File: src/inc/spi_cmd_regs.svh
// Constants for the serial command front end.
// Assumes inclusion by bare name from the package file.
`ifndef SPI_CMD_REGS_SVH
`define SPI_CMD_REGS_SVH

// Bit counts within a frame
`define SC_ADDR_BITS   4'h2
`define SC_CMD_BITS    4'h8
`define SC_LAST_CMD    4'h7
`define SC_CNT_MAX     4'hF
`define SC_CNT_WRAP    4'h8

// Command byte fields
`define SC_ADDR_MSB    7
`define SC_ADDR_LSB    6
`define SC_CODE_MSB    5
`define SC_CODE_LSB    2
`define SC_TYPE_MSB    1
`define SC_TYPE_LSB    0

// Quick operation codes
`define SC_QO_START    4'hA
`define SC_QO_STANDBY  4'hB
`define SC_QO_CONV_OFF 4'hC
`define SC_QO_FULL_OFF 4'hD
`define SC_QO_RESET    4'hE

// Run state values written by quick operations
`define SC_RUN_START   2'h3
`define SC_RUN_STANDBY 2'h2
`define SC_RUN_OFF     2'h0
`define SC_RUN_RST     2'h0

// Read-only register addresses
`define SC_RO_ADDR_LO  4'h0
`define SC_RO_ADDR_HI  4'hF

// Status flag positions
`define SC_FLAG_READY  2
`define SC_FLAG_CHECK  1
`define SC_FLAG_POR    0

`endif

File: src/inc/spi_cmd_pkg.sv
// Types shared by the serial command front end.
// Assumes the constants header is on the include path.
`include "spi_cmd_regs.svh"

package spi_cmd_pkg;

  typedef enum logic [1:0]
  {
    CT_QUICK     = 2'b00,
    CT_STATIC_RD = 2'b01,
    CT_INC_WR    = 2'b10,
    CT_INC_RD    = 2'b11
  } cmd_type_t;

  typedef enum logic [2:0]
  {
    QO_NONE      = 3'b000,
    QO_START     = 3'b001,
    QO_STANDBY   = 3'b010,
    QO_CONV_OFF  = 3'b011,
    QO_FULL_OFF  = 3'b100,
    QO_RESET     = 3'b101
  } quick_op_t;

  typedef enum logic [1:0]
  {
    PH_IDLE   = 2'b00,
    PH_CMD    = 2'b01,
    PH_DATA   = 2'b10,
    PH_IGNORE = 2'b11
  } phase_t;

endpackage

File: src/design/spi_command_front_end.sv
// Serial target front end: command byte decode, status byte, quick operations.
// Assumes pins cs_n_i, sck_i, sdi_i are asynchronous to clk_i and that the
// serial clock runs well below a quarter of clk_i.
//
// Behaviour
// - A frame runs from chip select low to chip select high, each independent.
// - First eight serial input bits after select falls form the command byte.
// - Command splits into chip address, code, and command type fields.
// - Chip address is a fixed two-bit value caught after reset.
// - Foreign chip address: command ignored, output released after the top two status bits.
// - Type 01 static read, 10 write, 11 read, 00 quick operation.
// - Command type holds for the whole frame.
// - Codes 1010, 1011, 1100 set run state to 11, 10, 00.
// - Code 1101 clears the first configuration register.
// - Code 1110 resets everything; power-on flag then reads one.
// - Undefined quick codes have no effect.
// - Quick operation runs after the command byte; output released afterwards.
// - Quick operations only run while quick operation enable is set.
// - Writes to read-only registers are not executed.
// - Status byte shifts out while the command byte shifts in.
// - Top two status bits zero; output driven low as select falls.
// - Status bits 5..3 carry chip address and inverted address bit zero.
// - Status bits 2..0 carry ready, check error, power-on flags.
// - Status flags are cleared once a full status byte is sent.
// - Flags captured on address match; later events go to next frame.
// - After status, output released except for reads which stream data.
// - Input sampled on rising serial clock, output changes on falling.
// - Select rising abandons the frame and restarts the interface.
`timescale 1ns/1ps

module spi_command_front_end
  import spi_cmd_pkg::*;
#(
  parameter int DATA_W = 8
)
(
  // Clock and reset
  input  wire logic              clk_i,
  input  wire logic              resetn_i,
  // Serial pins
  input  wire logic              cs_n_i,
  input  wire logic              sck_i,
  input  wire logic              sdi_i,
  output logic                   sdo_o,
  output logic                   sdo_oe_o,
  // Configuration
  input  wire logic [1:0]        chip_address_code_i,
  input  wire logic              quick_op_enable_i,
  // Flag events
  input  wire logic              sample_ready_evt_i,
  input  wire logic              config_check_error_evt_i,
  // Register side
  input  wire logic [DATA_W-1:0] rd_data_i,
  output logic                   rd_take_o,
  output logic                   cmd_valid_o,
  output logic [1:0]             cmd_type_o,
  output logic [3:0]             cmd_addr_o,
  output logic                   wr_refused_o,
  // Converter control
  output logic [1:0]             run_state_o,
  output logic                   run_state_wr_o,
  output logic                   config_clear_o,
  output logic                   full_reset_o,
  output logic [2:0]             status_flags_o
);

  generate
    if (DATA_W != 8)
    begin : g_check
      $error("DATA_W must be 8");
    end
  endgenerate

  function automatic quick_op_t quick_decode(input logic [3:0] code);
    quick_op_t op;
    op = QO_NONE;
    unique case (code)
      `SC_QO_START:    op = QO_START;
      `SC_QO_STANDBY:  op = QO_STANDBY;
      `SC_QO_CONV_OFF: op = QO_CONV_OFF;
      `SC_QO_FULL_OFF: op = QO_FULL_OFF;
      `SC_QO_RESET:    op = QO_RESET;
      default:         op = QO_NONE;
    endcase
    return op;
  endfunction

  function automatic logic is_read(input logic [1:0] ct);
    return ct == CT_STATIC_RD || ct == CT_INC_RD;
  endfunction

  // Pin synchronisers
  logic [2:0] pin_s1_reg;
  logic [2:0] pin_s2_reg;
  logic       sck_d_reg;
  wire  [2:0] pin_raw = {cs_n_i, sck_i, sdi_i};

  genvar gi;
  generate
    for (gi = 0; gi < 3; gi++)
    begin : g_sync
      always_ff @(posedge clk_i or negedge resetn_i)
      begin
        if (!resetn_i)
        begin
          pin_s1_reg[gi] <= (gi == 2) ? 1'b1 : 1'b0;
          pin_s2_reg[gi] <= (gi == 2) ? 1'b1 : 1'b0;
        end
        else
        begin
          pin_s1_reg[gi] <= pin_raw[gi];
          pin_s2_reg[gi] <= pin_s1_reg[gi];
        end
      end
    end
  endgenerate

  wire cs_low   = ~pin_s2_reg[2];
  wire sck_s    = pin_s2_reg[1];
  wire sdi_s    = pin_s2_reg[0];
  wire sck_rise = sck_s & ~sck_d_reg;
  wire sck_fall = ~sck_s & sck_d_reg;

  // Frame state
  phase_t      phase_reg, phase_next;
  logic [3:0]  bit_cnt_reg;
  logic [3:0]  out_idx_reg;
  logic [6:0]  cmd_sr_reg;
  logic [1:0]  type_reg;
  logic [2:0]  snap_reg;
  logic [DATA_W-1:0] rd_sr_reg;
  logic [1:0]  addr_reg;
  logic        addr_taken_reg;
  logic [2:0]  flag_reg, flag_next;

  wire [3:0] bit_cnt_next = (bit_cnt_reg == `SC_CNT_MAX) ? `SC_CNT_WRAP
                                                        : bit_cnt_reg + 4'h1;
  wire [7:0] cmd_word     = {cmd_sr_reg, sdi_s};
  wire [1:0] cmd_chip     = cmd_word[1:0];      // Address bits as seen at the second rise
  wire [3:0] cmd_code     = cmd_word[`SC_CODE_MSB:`SC_CODE_LSB];
  wire [1:0] cmd_type     = cmd_word[`SC_TYPE_MSB:`SC_TYPE_LSB];
  wire       in_cmd_rise  = sck_rise && phase_reg == PH_CMD;
  wire       addr_check   = in_cmd_rise && bit_cnt_next == `SC_ADDR_BITS;
  wire       addr_hit     = addr_check && cmd_chip == addr_reg;
  wire       addr_miss    = addr_check && cmd_chip != addr_reg;
  wire       cmd_done     = in_cmd_rise && bit_cnt_reg == `SC_LAST_CMD;
  wire       status_done  = cmd_done;
  wire       ro_addr      = cmd_code == `SC_RO_ADDR_LO || cmd_code == `SC_RO_ADDR_HI;
  wire       is_write     = cmd_type == CT_INC_WR;
  wire       quick_type   = cmd_type == CT_QUICK;
  quick_op_t quick_op;
  assign quick_op = quick_decode(cmd_code);
  wire       quick_exec   = cmd_done && quick_type && quick_op_enable_i
                            && quick_op != QO_NONE;
  wire       rd_frame     = phase_reg == PH_DATA && is_read(type_reg);
  wire       byte_start   = sck_fall && bit_cnt_reg >= `SC_CMD_BITS
                            && bit_cnt_reg[2:0] == 3'h0;

  // Phase sequencing
  always_comb
  begin
    phase_next = phase_reg;
    unique case (phase_reg)
      PH_IDLE:   if (cs_low) phase_next = PH_CMD;
      PH_CMD:
      begin
        if (addr_miss) phase_next = PH_IGNORE;
        else if (cmd_done) phase_next = PH_DATA;
      end
      PH_DATA:   phase_next = PH_DATA;
      PH_IGNORE: phase_next = PH_IGNORE;
    endcase
    if (!cs_low) phase_next = PH_IDLE;
  end

  always_ff @(posedge clk_i or negedge resetn_i)
  begin
    if (!resetn_i)
    begin
      phase_reg   <= PH_IDLE;
      bit_cnt_reg <= 4'h0;
      out_idx_reg <= 4'h0;
      cmd_sr_reg  <= 7'h00;
      sck_d_reg   <= 1'b0;
    end
    else
    begin
      phase_reg <= phase_next;
      sck_d_reg <= sck_s;
      if (!cs_low)
      begin
        bit_cnt_reg <= 4'h0;
        out_idx_reg <= 4'h0;
      end
      else
      begin
        if (sck_rise) bit_cnt_reg <= bit_cnt_next;
        if (sck_rise) cmd_sr_reg <= cmd_word[6:0];
        if (sck_fall) out_idx_reg <= bit_cnt_reg;
      end
    end
  end

  // Chip address strap, caught after reset release
  always_ff @(posedge clk_i or negedge resetn_i)
  begin
    if (!resetn_i)
    begin
      addr_reg       <= 2'h0;
      addr_taken_reg <= 1'b0;
    end
    else if (!addr_taken_reg)
    begin
      addr_reg       <= chip_address_code_i;
      addr_taken_reg <= 1'b1;
    end
  end

  // Status flags: set wins over clear, status byte clears only captured bits, full reset clears all then sets power-on
  always_comb
  begin
    flag_next = flag_reg;
    if (status_done) flag_next = flag_reg & ~snap_reg;
    if (quick_exec && quick_op == QO_RESET)
      flag_next = 3'h0;
    flag_next[`SC_FLAG_READY] = flag_next[`SC_FLAG_READY] | sample_ready_evt_i;
    flag_next[`SC_FLAG_CHECK] = flag_next[`SC_FLAG_CHECK] | config_check_error_evt_i;
    if (quick_exec && quick_op == QO_RESET)
      flag_next[`SC_FLAG_POR] = 1'b1;
  end

  always_ff @(posedge clk_i or negedge resetn_i)
  begin
    if (!resetn_i)
    begin
      flag_reg <= 3'h0;
      snap_reg <= 3'h0;
      type_reg <= 2'h0;
    end
    else
    begin
      flag_reg <= flag_next;
      if (addr_hit) snap_reg <= flag_reg;
      if (cmd_done) type_reg <= cmd_type;
    end
  end

  // Serial output
  wire [7:0] status_byte = {2'b00, addr_reg, ~addr_reg[0], snap_reg};
  wire       in_status   = out_idx_reg < `SC_CMD_BITS;
  wire       frame_on    = cs_low && phase_reg != PH_IDLE;
  wire       sdo_next    = in_status ? status_byte[3'h7 - out_idx_reg[2:0]]
                                     : rd_sr_reg[DATA_W-1];
  wire       oe_next     = frame_on && (out_idx_reg < `SC_ADDR_BITS
                           || (phase_reg != PH_IGNORE
                               && (in_status || rd_frame)));

  assign rd_take_o = byte_start && rd_frame;

  always_ff @(posedge clk_i or negedge resetn_i)
  begin
    if (!resetn_i)
    begin
      sdo_o     <= 1'b0;
      sdo_oe_o  <= 1'b0;
      rd_sr_reg <= '0;
    end
    else
    begin
      sdo_o    <= sdo_next;
      sdo_oe_o <= oe_next;
      if (rd_take_o) rd_sr_reg <= rd_data_i;
      else if (sck_fall) rd_sr_reg <= {rd_sr_reg[DATA_W-2:0], 1'b0};
    end
  end

  // Command hand-off and quick operations
  always_ff @(posedge clk_i or negedge resetn_i)
  begin
    if (!resetn_i)
    begin
      cmd_valid_o    <= 1'b0;
      cmd_type_o     <= 2'h0;
      cmd_addr_o     <= 4'h0;
      wr_refused_o   <= 1'b0;
      run_state_o    <= `SC_RUN_RST;
      run_state_wr_o <= 1'b0;
      config_clear_o <= 1'b0;
      full_reset_o   <= 1'b0;
    end
    else
    begin
      cmd_valid_o    <= cmd_done && !quick_type && !(is_write && ro_addr);
      wr_refused_o   <= cmd_done && is_write && ro_addr;
      run_state_wr_o <= 1'b0;
      config_clear_o <= 1'b0;
      full_reset_o   <= 1'b0;
      if (cmd_done)
      begin
        cmd_type_o <= cmd_type;
        cmd_addr_o <= cmd_code;
      end
      if (quick_exec)
      begin
        unique case (quick_op)
          QO_START:    run_state_o <= `SC_RUN_START;
          QO_STANDBY:  run_state_o <= `SC_RUN_STANDBY;
          QO_CONV_OFF: run_state_o <= `SC_RUN_OFF;
          QO_FULL_OFF: config_clear_o <= 1'b1;
          QO_RESET:    run_state_o <= `SC_RUN_RST;
          default:     run_state_o <= run_state_o;
        endcase
        run_state_wr_o <= quick_op inside {QO_START, QO_STANDBY, QO_CONV_OFF};
        full_reset_o   <= quick_op == QO_RESET;
      end
    end
  end

  assign status_flags_o = flag_reg;

  // Checks
  a_idle_released: assert property (@(posedge clk_i) disable iff (!resetn_i)
    !cs_low |=> ##1 !sdo_oe_o)
    else $error("output driven outside a frame");

  a_miss_released: assert property (@(posedge clk_i) disable iff (!resetn_i)
    (phase_reg == PH_IGNORE && out_idx_reg >= `SC_ADDR_BITS) |=> !sdo_oe_o)
    else $error("output driven after address mismatch");

  a_lead_bits_zero: assert property (@(posedge clk_i) disable iff (!resetn_i)
    (frame_on && out_idx_reg < `SC_ADDR_BITS) |=> (sdo_oe_o && !sdo_o))
    else $error("leading status bits not driven low");

  a_ack_toggle: assert property (@(posedge clk_i) disable iff (!resetn_i)
    (phase_reg == PH_CMD && out_idx_reg == 4'h4)
      |=> (sdo_oe_o && sdo_o == !addr_reg[0]))
    else $error("acknowledge bit wrong");

  a_quick_enable: assert property (@(posedge clk_i) disable iff (!resetn_i)
    (run_state_wr_o || config_clear_o || full_reset_o) |-> $past(quick_op_enable_i))
    else $error("quick operation ran while disabled");

  a_quick_codes: assert property (@(posedge clk_i) disable iff (!resetn_i)
    cmd_done && quick_type && quick_op == QO_NONE |=> !(run_state_wr_o
      || config_clear_o || full_reset_o))
    else $error("undefined quick code had an effect");

  a_por_after_reset: assert property (@(posedge clk_i) disable iff (!resetn_i)
    full_reset_o |-> flag_reg[`SC_FLAG_POR] && run_state_o == `SC_RUN_RST)
    else $error("power-on flag not set by full reset");

  a_quick_released: assert property (@(posedge clk_i) disable iff (!resetn_i)
    (phase_reg == PH_DATA && type_reg == CT_QUICK && !in_status) |=> !sdo_oe_o)
    else $error("output driven after quick command");

  a_flag_cleared: assert property (@(posedge clk_i) disable iff (!resetn_i)
    (status_done && snap_reg[`SC_FLAG_READY] && !sample_ready_evt_i)
      |=> !flag_reg[`SC_FLAG_READY])
    else $error("captured flag not cleared");

  c_match:    cover property (@(posedge clk_i) addr_hit);
  c_mismatch: cover property (@(posedge clk_i) addr_miss);
  c_quick:    cover property (@(posedge clk_i) quick_exec);
  c_read:     cover property (@(posedge clk_i) rd_take_o);

endmodule

File: config.mk
export PLATFORM = sky130hd
export DESIGN_NAME = spi_command_front_end
export DESIGN_NICKNAME = d
export VERILOG_FILES = /design/src/inc/spi_cmd_pkg.sv /design/src/design/spi_command_front_end.sv
export VERILOG_INCLUDE_DIRS = /design/src /design/src/inc
export SDC_FILE = /design/constraint.sdc
export NUM_CORES = 1
export LEC_CHECK = 0
export BUFFER_PORTS_ARGS = -buffer_cell sky130_fd_sc_hd__buf_2
export CORE_ASPECT_RATIO = 0.9
export CORE_MARGIN = 2
export CORE_UTILIZATION = 55
export DETAILED_ROUTE_END_ITERATION = 10
export PLACE_DENSITY_LB_ADDON = 0.3
export SETUP_SLACK_MARGIN = 0.02
export SYNTH_ARGS = -nofsm -noshare
export SYNTH_HDL_FRONTEND = slang
export SYNTH_SLANG_ARGS = --single-unit
export TNS_END_PERCENT = 50
File: constraint.sdc
create_clock -name clk_i -period 2.6 [get_ports clk_i]
set_clock_uncertainty 0.1 [all_clocks]
set_input_delay 0.13 -clock clk_i [delete_from_list [all_inputs] [get_ports clk_i]]
set_output_delay 0.13 -clock clk_i [all_outputs]
set_load 0.1 [all_outputs]
Word-level counts from Yosys, hierarchy flattened
Index checks and enable logic that the tools add are counted.

storage, ports and cells
  bits in registers = 54
  output and inout bits = 19

operators by class
  bitwise gates (word level) = 10
  magnitude comparators = 4
  reduce and logical (&&, ||, !) cells = 42
  eq/ne operators = 24
  muxes and demuxes = 23
  $add $sub $neg = 2

operators by type and width
  kind                                                        count
  equality test 4 bit, second input constant                  7
  logical AND 1 bit                                           21
  two-way mux 4 bit                                           5
  two-way mux 8 bit                                           2
  case mux 3 bit (5 select lines)                             1
  nonzero test 2 bit                                          5
  nonzero test 3 bit                                          3
  equality test 2 bit, second input constant                  4
  case mux 2 bit (4 select lines)                             1
  two-way mux 1 bit                                           7
  equality test 3 x 2 -> 1 bit, second input constant         2
  equality test 3 bit, second input constant                  2
  two-way mux 2 bit                                           3
  two-way mux 3 bit                                           2
  case mux 2 bit (3 select lines)                             1
  adder 4 x 1 -> 4 bit, second input constant                 1
  equality test 2 x 1 -> 1 bit, second input constant         2
  equality test 4 x 2 -> 1 bit, second input constant         1
  equality test 4 x 3 -> 1 bit, second input constant         1
  >= comparator 4 bit, second input constant                  1
  logical NOT 2 bit                                           2
  logical NOT 4 bit                                           1
  logical OR 1 bit                                            4
  less-than comparator 3 x 4 -> 1 bit, second input constant  1
  18 further kinds                                            25

Depth between registers and ports, before layout
  word-level depth = 10
  depth in mapped cells = 7
  depth with buffers taken out = 6

Least setup slack after synthesis
No wires, ideal clock.

  kind = flip-flop to flip-flop
  from = register, netlist name cmd_type_o[0]
  to = register rd_sr_reg[1]
  data arrival time = 2.075 ns
  buffers on the path = 1
  cell stages (with the launch flop) = 6
  clock period less this slack = 2.312 ns
  setup slack = 0.288 ns
  path through = dfrtp_1 nand4b_1 nor3_1 buf_2 mux2i_1 o21ai_0

RTL lines
  item                  line                          source
  end signal, assigned  spi_command_front_end.sv:272  if (rd_take_o) rd_sr_reg <= rd_data_i;
  end signal, assigned  spi_command_front_end.sv:273  else if (sck_fall) rd_sr_reg <= {rd_sr_reg[DATA_W-2:0], 1'b0};
  end, declared         spi_command_front_end.sv:131  logic [DATA_W-1:0] rd_sr_reg;

Final worst setup path
  from = register bit_cnt_reg[0]
  to = register snap_reg[2]

between the ends
  cells in the longest elaborated chain, start to end = 5
  elaborated cells on any way between the ends = 6

RTL lines
  item                                                                line                          source
  start, declared                                                     spi_command_front_end.sv:126  logic [3:0] bit_cnt_reg;
  start signal, assigned                                              spi_command_front_end.sv:197  if (sck_rise) bit_cnt_reg <= bit_cnt_next;
  adder 4 x 1 -> 4 bit / equality test 4 bit (equally long branches)  n/a
  two-way mux 4 bit (*)                                               spi_command_front_end.sv:136  wire [3:0] bit_cnt_next = (bit_cnt_reg == `SC_CNT_MAX) ? `SC_CNT_WRAP
  equality test 4 x 2 -> 1 bit (no source line) (*)                   n/a
  logical AND 1 bit (no source line) (*)                              n/a
  logical AND 1 bit (*)                                               spi_command_front_end.sv:144  wire addr_hit = addr_check && cmd_chip == addr_reg;
  end signal, assigned                                                spi_command_front_end.sv:243  if (addr_hit) snap_reg <= flag_reg;
  end, declared                                                       spi_command_front_end.sv:130  logic [2:0] snap_reg;

Mark *: on every way between the ends. The rest lies on a longest branch, timed or not.
A chain may end at the register's enable or synchronous reset.

==> flow_metrics.tcl <==
set metrics [dict create \
    fillers 339 \
    firstDrtPassIters 4 \
    cellPowerDensity_nw_per_um2 590 \
    grt_pass1_wl_um 6870 \
    critPathSlowestCell "dfrtp_1" \
    clock-sinks 54 \
    hold_viol 0 \
    hold_path.class "in2reg" \
    synth.net_count 215 \
    worst_pin_slew_ns 0.657 \
    io_buffers 36 \
    core_um2 4070 \
    cts_tree "done" \
    synth_flop_cell "dfrtp_1" \
    vias 1536 \
    endpoint_kind "flop" \
    yosysWarnings 0 \
    arrival_ns 2.23 \
    rsz0062_at_grt "no" \
    routed_wl_um 4020 \
    die_y_um 65.7 \
    rr_startpoint "bit_cnt_reg[0]$_DFFE_PN0P_" \
    seqCellArea_um2 1350 \
    cp.required_ns 2.70 \
    min_to "rd_sr_reg[2]$_DFFE_PN0P_" \
    antenna_left 0 \
    yosysTopAreaCell "dfrtp_1" \
    muxShareOfSynthArea_pct 13.4 \
    final_core_util_pct 67.6 \
    syn_area_um2 2330 \
    cts_setup_buffers 0 \
    hold_depth 3 \
    clk_pin_slew_ns 0.09 \
    peakVddDrop_uv 338 \
    hpwl_um 2830 \
    max_slew_margin_pct 56.2 \
    drt-initial-drc-count 109 \
    finalInstanceArea_um2 2760 \
    slew_viol_final 0 \
    ioPinCount 37 \
    yosys.cell_count.top_type "dfrtp_1" \
    grt_pass1_vias 1479 \
    r2r_end "snap_reg[2]$_DFFE_PN0P_" \
    synth_common_cells "52 x dfrtp_1, 16 x nand2_1, 16 x nor2_1, 15 x mux2_2" \
    synthCells 194 \
    drive_above_1_share_pct 29.3 \
    finalWorstSetupSlack_ns 0.468 \
    crit_family "simple AND/OR/NAND/NOR gates" \
    fin_hold_ws_ns 0.0214 \
    pre_cts_ws_ns 0.484 \
    layout_min_cycle_time_ns 2.13 \
    synth-compound-area-share_pct 8.16 \
    overflow 0 \
    setup_violations 0 \
    clock_path_buffers 2 \
    drc 0 \
    ys_ff_latch 54 \
    yosys.area_share.simple_pct 14.0 \
    worst_hold_startpoint "rd_data_i[2]" \
    place_area_um2 2570 \
    wl_per_cell_um 13.9 \
    synth-xor-area-share_pct 1.50 \
    synthAdderAreaFrac_pct 1.61 \
    reg2reg_slack_ns 0.47 \
    clk_latency_ns 0.31 \
    grt_max_degree 55 \
    synth.distinct_cells 43 \
    r2r_cells 5 \
    n_antenna_cell 0 \
    slowest_delay_ns 0.46 \
    synth-edff-count 0 \
    period_share_pct 82.0 \
    gp_congestion 0.719 \
    root_buffer "clkbuf_8" \
    avgSynthCellArea_um2 12.0 \
    synth_async_sr_flop_share_pct 100 \
    ys_seq_area_share_pct 58.1 \
    die_area_um2 4770 \
    critPathBufInv 0 \
    largest_reg_flops 8 \
    syn2layout_area_growth_pct 18.3 \
    power_leakage_nw 1.28 \
    antenna_found_initial 0 \
    cp-start-kind "flop" \
    synth_area_leaders "dfrtp_1 56%, mux2_2 7.3%, mux2i_1 5.2%, o21ai_0 2.6%, nand2_1 2.6%" \
    dieWidth_um 72.6 \
    maxCapViolCount 0 \
    crit_fanout 7 \
    fmax_mhz 469 \
    viasPerCell 5.30 \
    netlist.area_leader.share_pct 55.9 \
    multi_input_area_um2 905 \
    status "complete, no violations" \
    cts_buffers 5 \
    worstSetupPathType "reg2reg" \
    grtUsageTotal_pct 18.9 \
    htreeDepth 2 \
    start_util_pct 57.2 \
    rows 22 \
    synth_top_family_by_area "simple AND/OR/NAND/NOR gates" \
    final_net_count 262 \
    finalSetupTns_ns 0 \
    crit_chain "ha_1 -> nor2b_1 -> a41oi_1 -> nor4_2 -> mux2_2" \
]
## layout by cell type (no fill, tap or decap), types with 2 or more instances in the layout
cell           count
a21oi_1            7
a31o_1             2
a31oi_1            3
buf_2             35
buf_4              4
clkbuf_8           6
dfrtp_1           52
dfstp_2            2
dlygate4sd3_1      9
ha_1               3
inv_1              7
mux2_2            15
mux2i_1           12
nand2_1           16
nand2b_1           4
nor2_1            16
nor2b_1            2
nor3_1             3
nor3b_1            2
o21ai_0           12
xnor2_1            4
## cells by family after synthesis
group / Yosys count
simple gates: 57
xor+xnor: 4
other cells: 1
mux: 28
compound gates: 31
buf+inv: 16
flops: 54
fa+ha+maj: 3
## layout make-up
type / count / share of cell area (%)
Sequential cell: 54 / 49.1
Tap cell: 48 / 2.18
Timing Repair Buffer: 49 / 11.4
Clock inverter: 2 / 0.454
Multi-Input combinational cell: 124 / 32.8
Clock buffer: 6 / 3.00
Inverter: 7 / 0.954
## metrics by stage
stage	power, mW	cells
finish	1.62	290
global route	1.71	290
CTS	1.64	290
detailed placement	1.16	273
global placement	1.15	273
floorplan	1.09	194
## worst max path at each step
stage	cells past startpoint	slack [ns]	end	startpoint
3_5_place_dp	5	0.48	snap_reg[2]$_DFFE_PN0P_	bit_cnt_reg[0]$_DFFE_PN0P_
6_report	5	0.47	snap_reg[2]$_DFFE_PN0P_	bit_cnt_reg[0]$_DFFE_PN0P_
4_1_cts	5	0.47	snap_reg[2]$_DFFE_PN0P_	bit_cnt_reg[0]$_DFFE_PN0P_
3_3_place_gp	5	0.57	snap_reg[1]$_DFFE_PN0P_	bit_cnt_reg[0]$_DFFE_PN0P_
5_1_grt	5	0.33	snap_reg[2]$_DFFE_PN0P_	bit_cnt_reg[0]$_DFFE_PN0P_
2_1_floorplan	5	0.29	rd_sr_reg[1]$_DFFE_PN0P_	cmd_type_o[0]$_DFFE_PN0N_
## repair_timing
action	in CTS	in global routing
hold buffers	9	0
endpoints found under the setup margin	0	0
gates resized for setup	0	0
hold endpoints to repair	60	0
## tightest hold or removal path, delay by kind of cell
family          cells  cell delay (ns)
compound gates      1             0.13
mux                 1             0.05
buf+inv             1             0.07
## power breakdown
| group | leakage, nW | total, mW | internal [mW] | switching, mW |
|---|---|---|---|---|
| combinational | 0.537 | 0.178 | 0.0976 | 0.0806 |
| clock | 0.0472 | 0.474 | 0.214 | 0.260 |
| sequential | 0.698 | 0.972 | 0.893 | 0.0793 |
## routing by layer
metal,vias to the layer above,track usage [%],share of wire (%)
met4,0,6.25,1.5
met5,-,0,0
met1,734,26.8,49
li1,763,-,-
met3,7,3.83,3.7
met2,32,29.2,46
(Power assumes the default switching activity.)
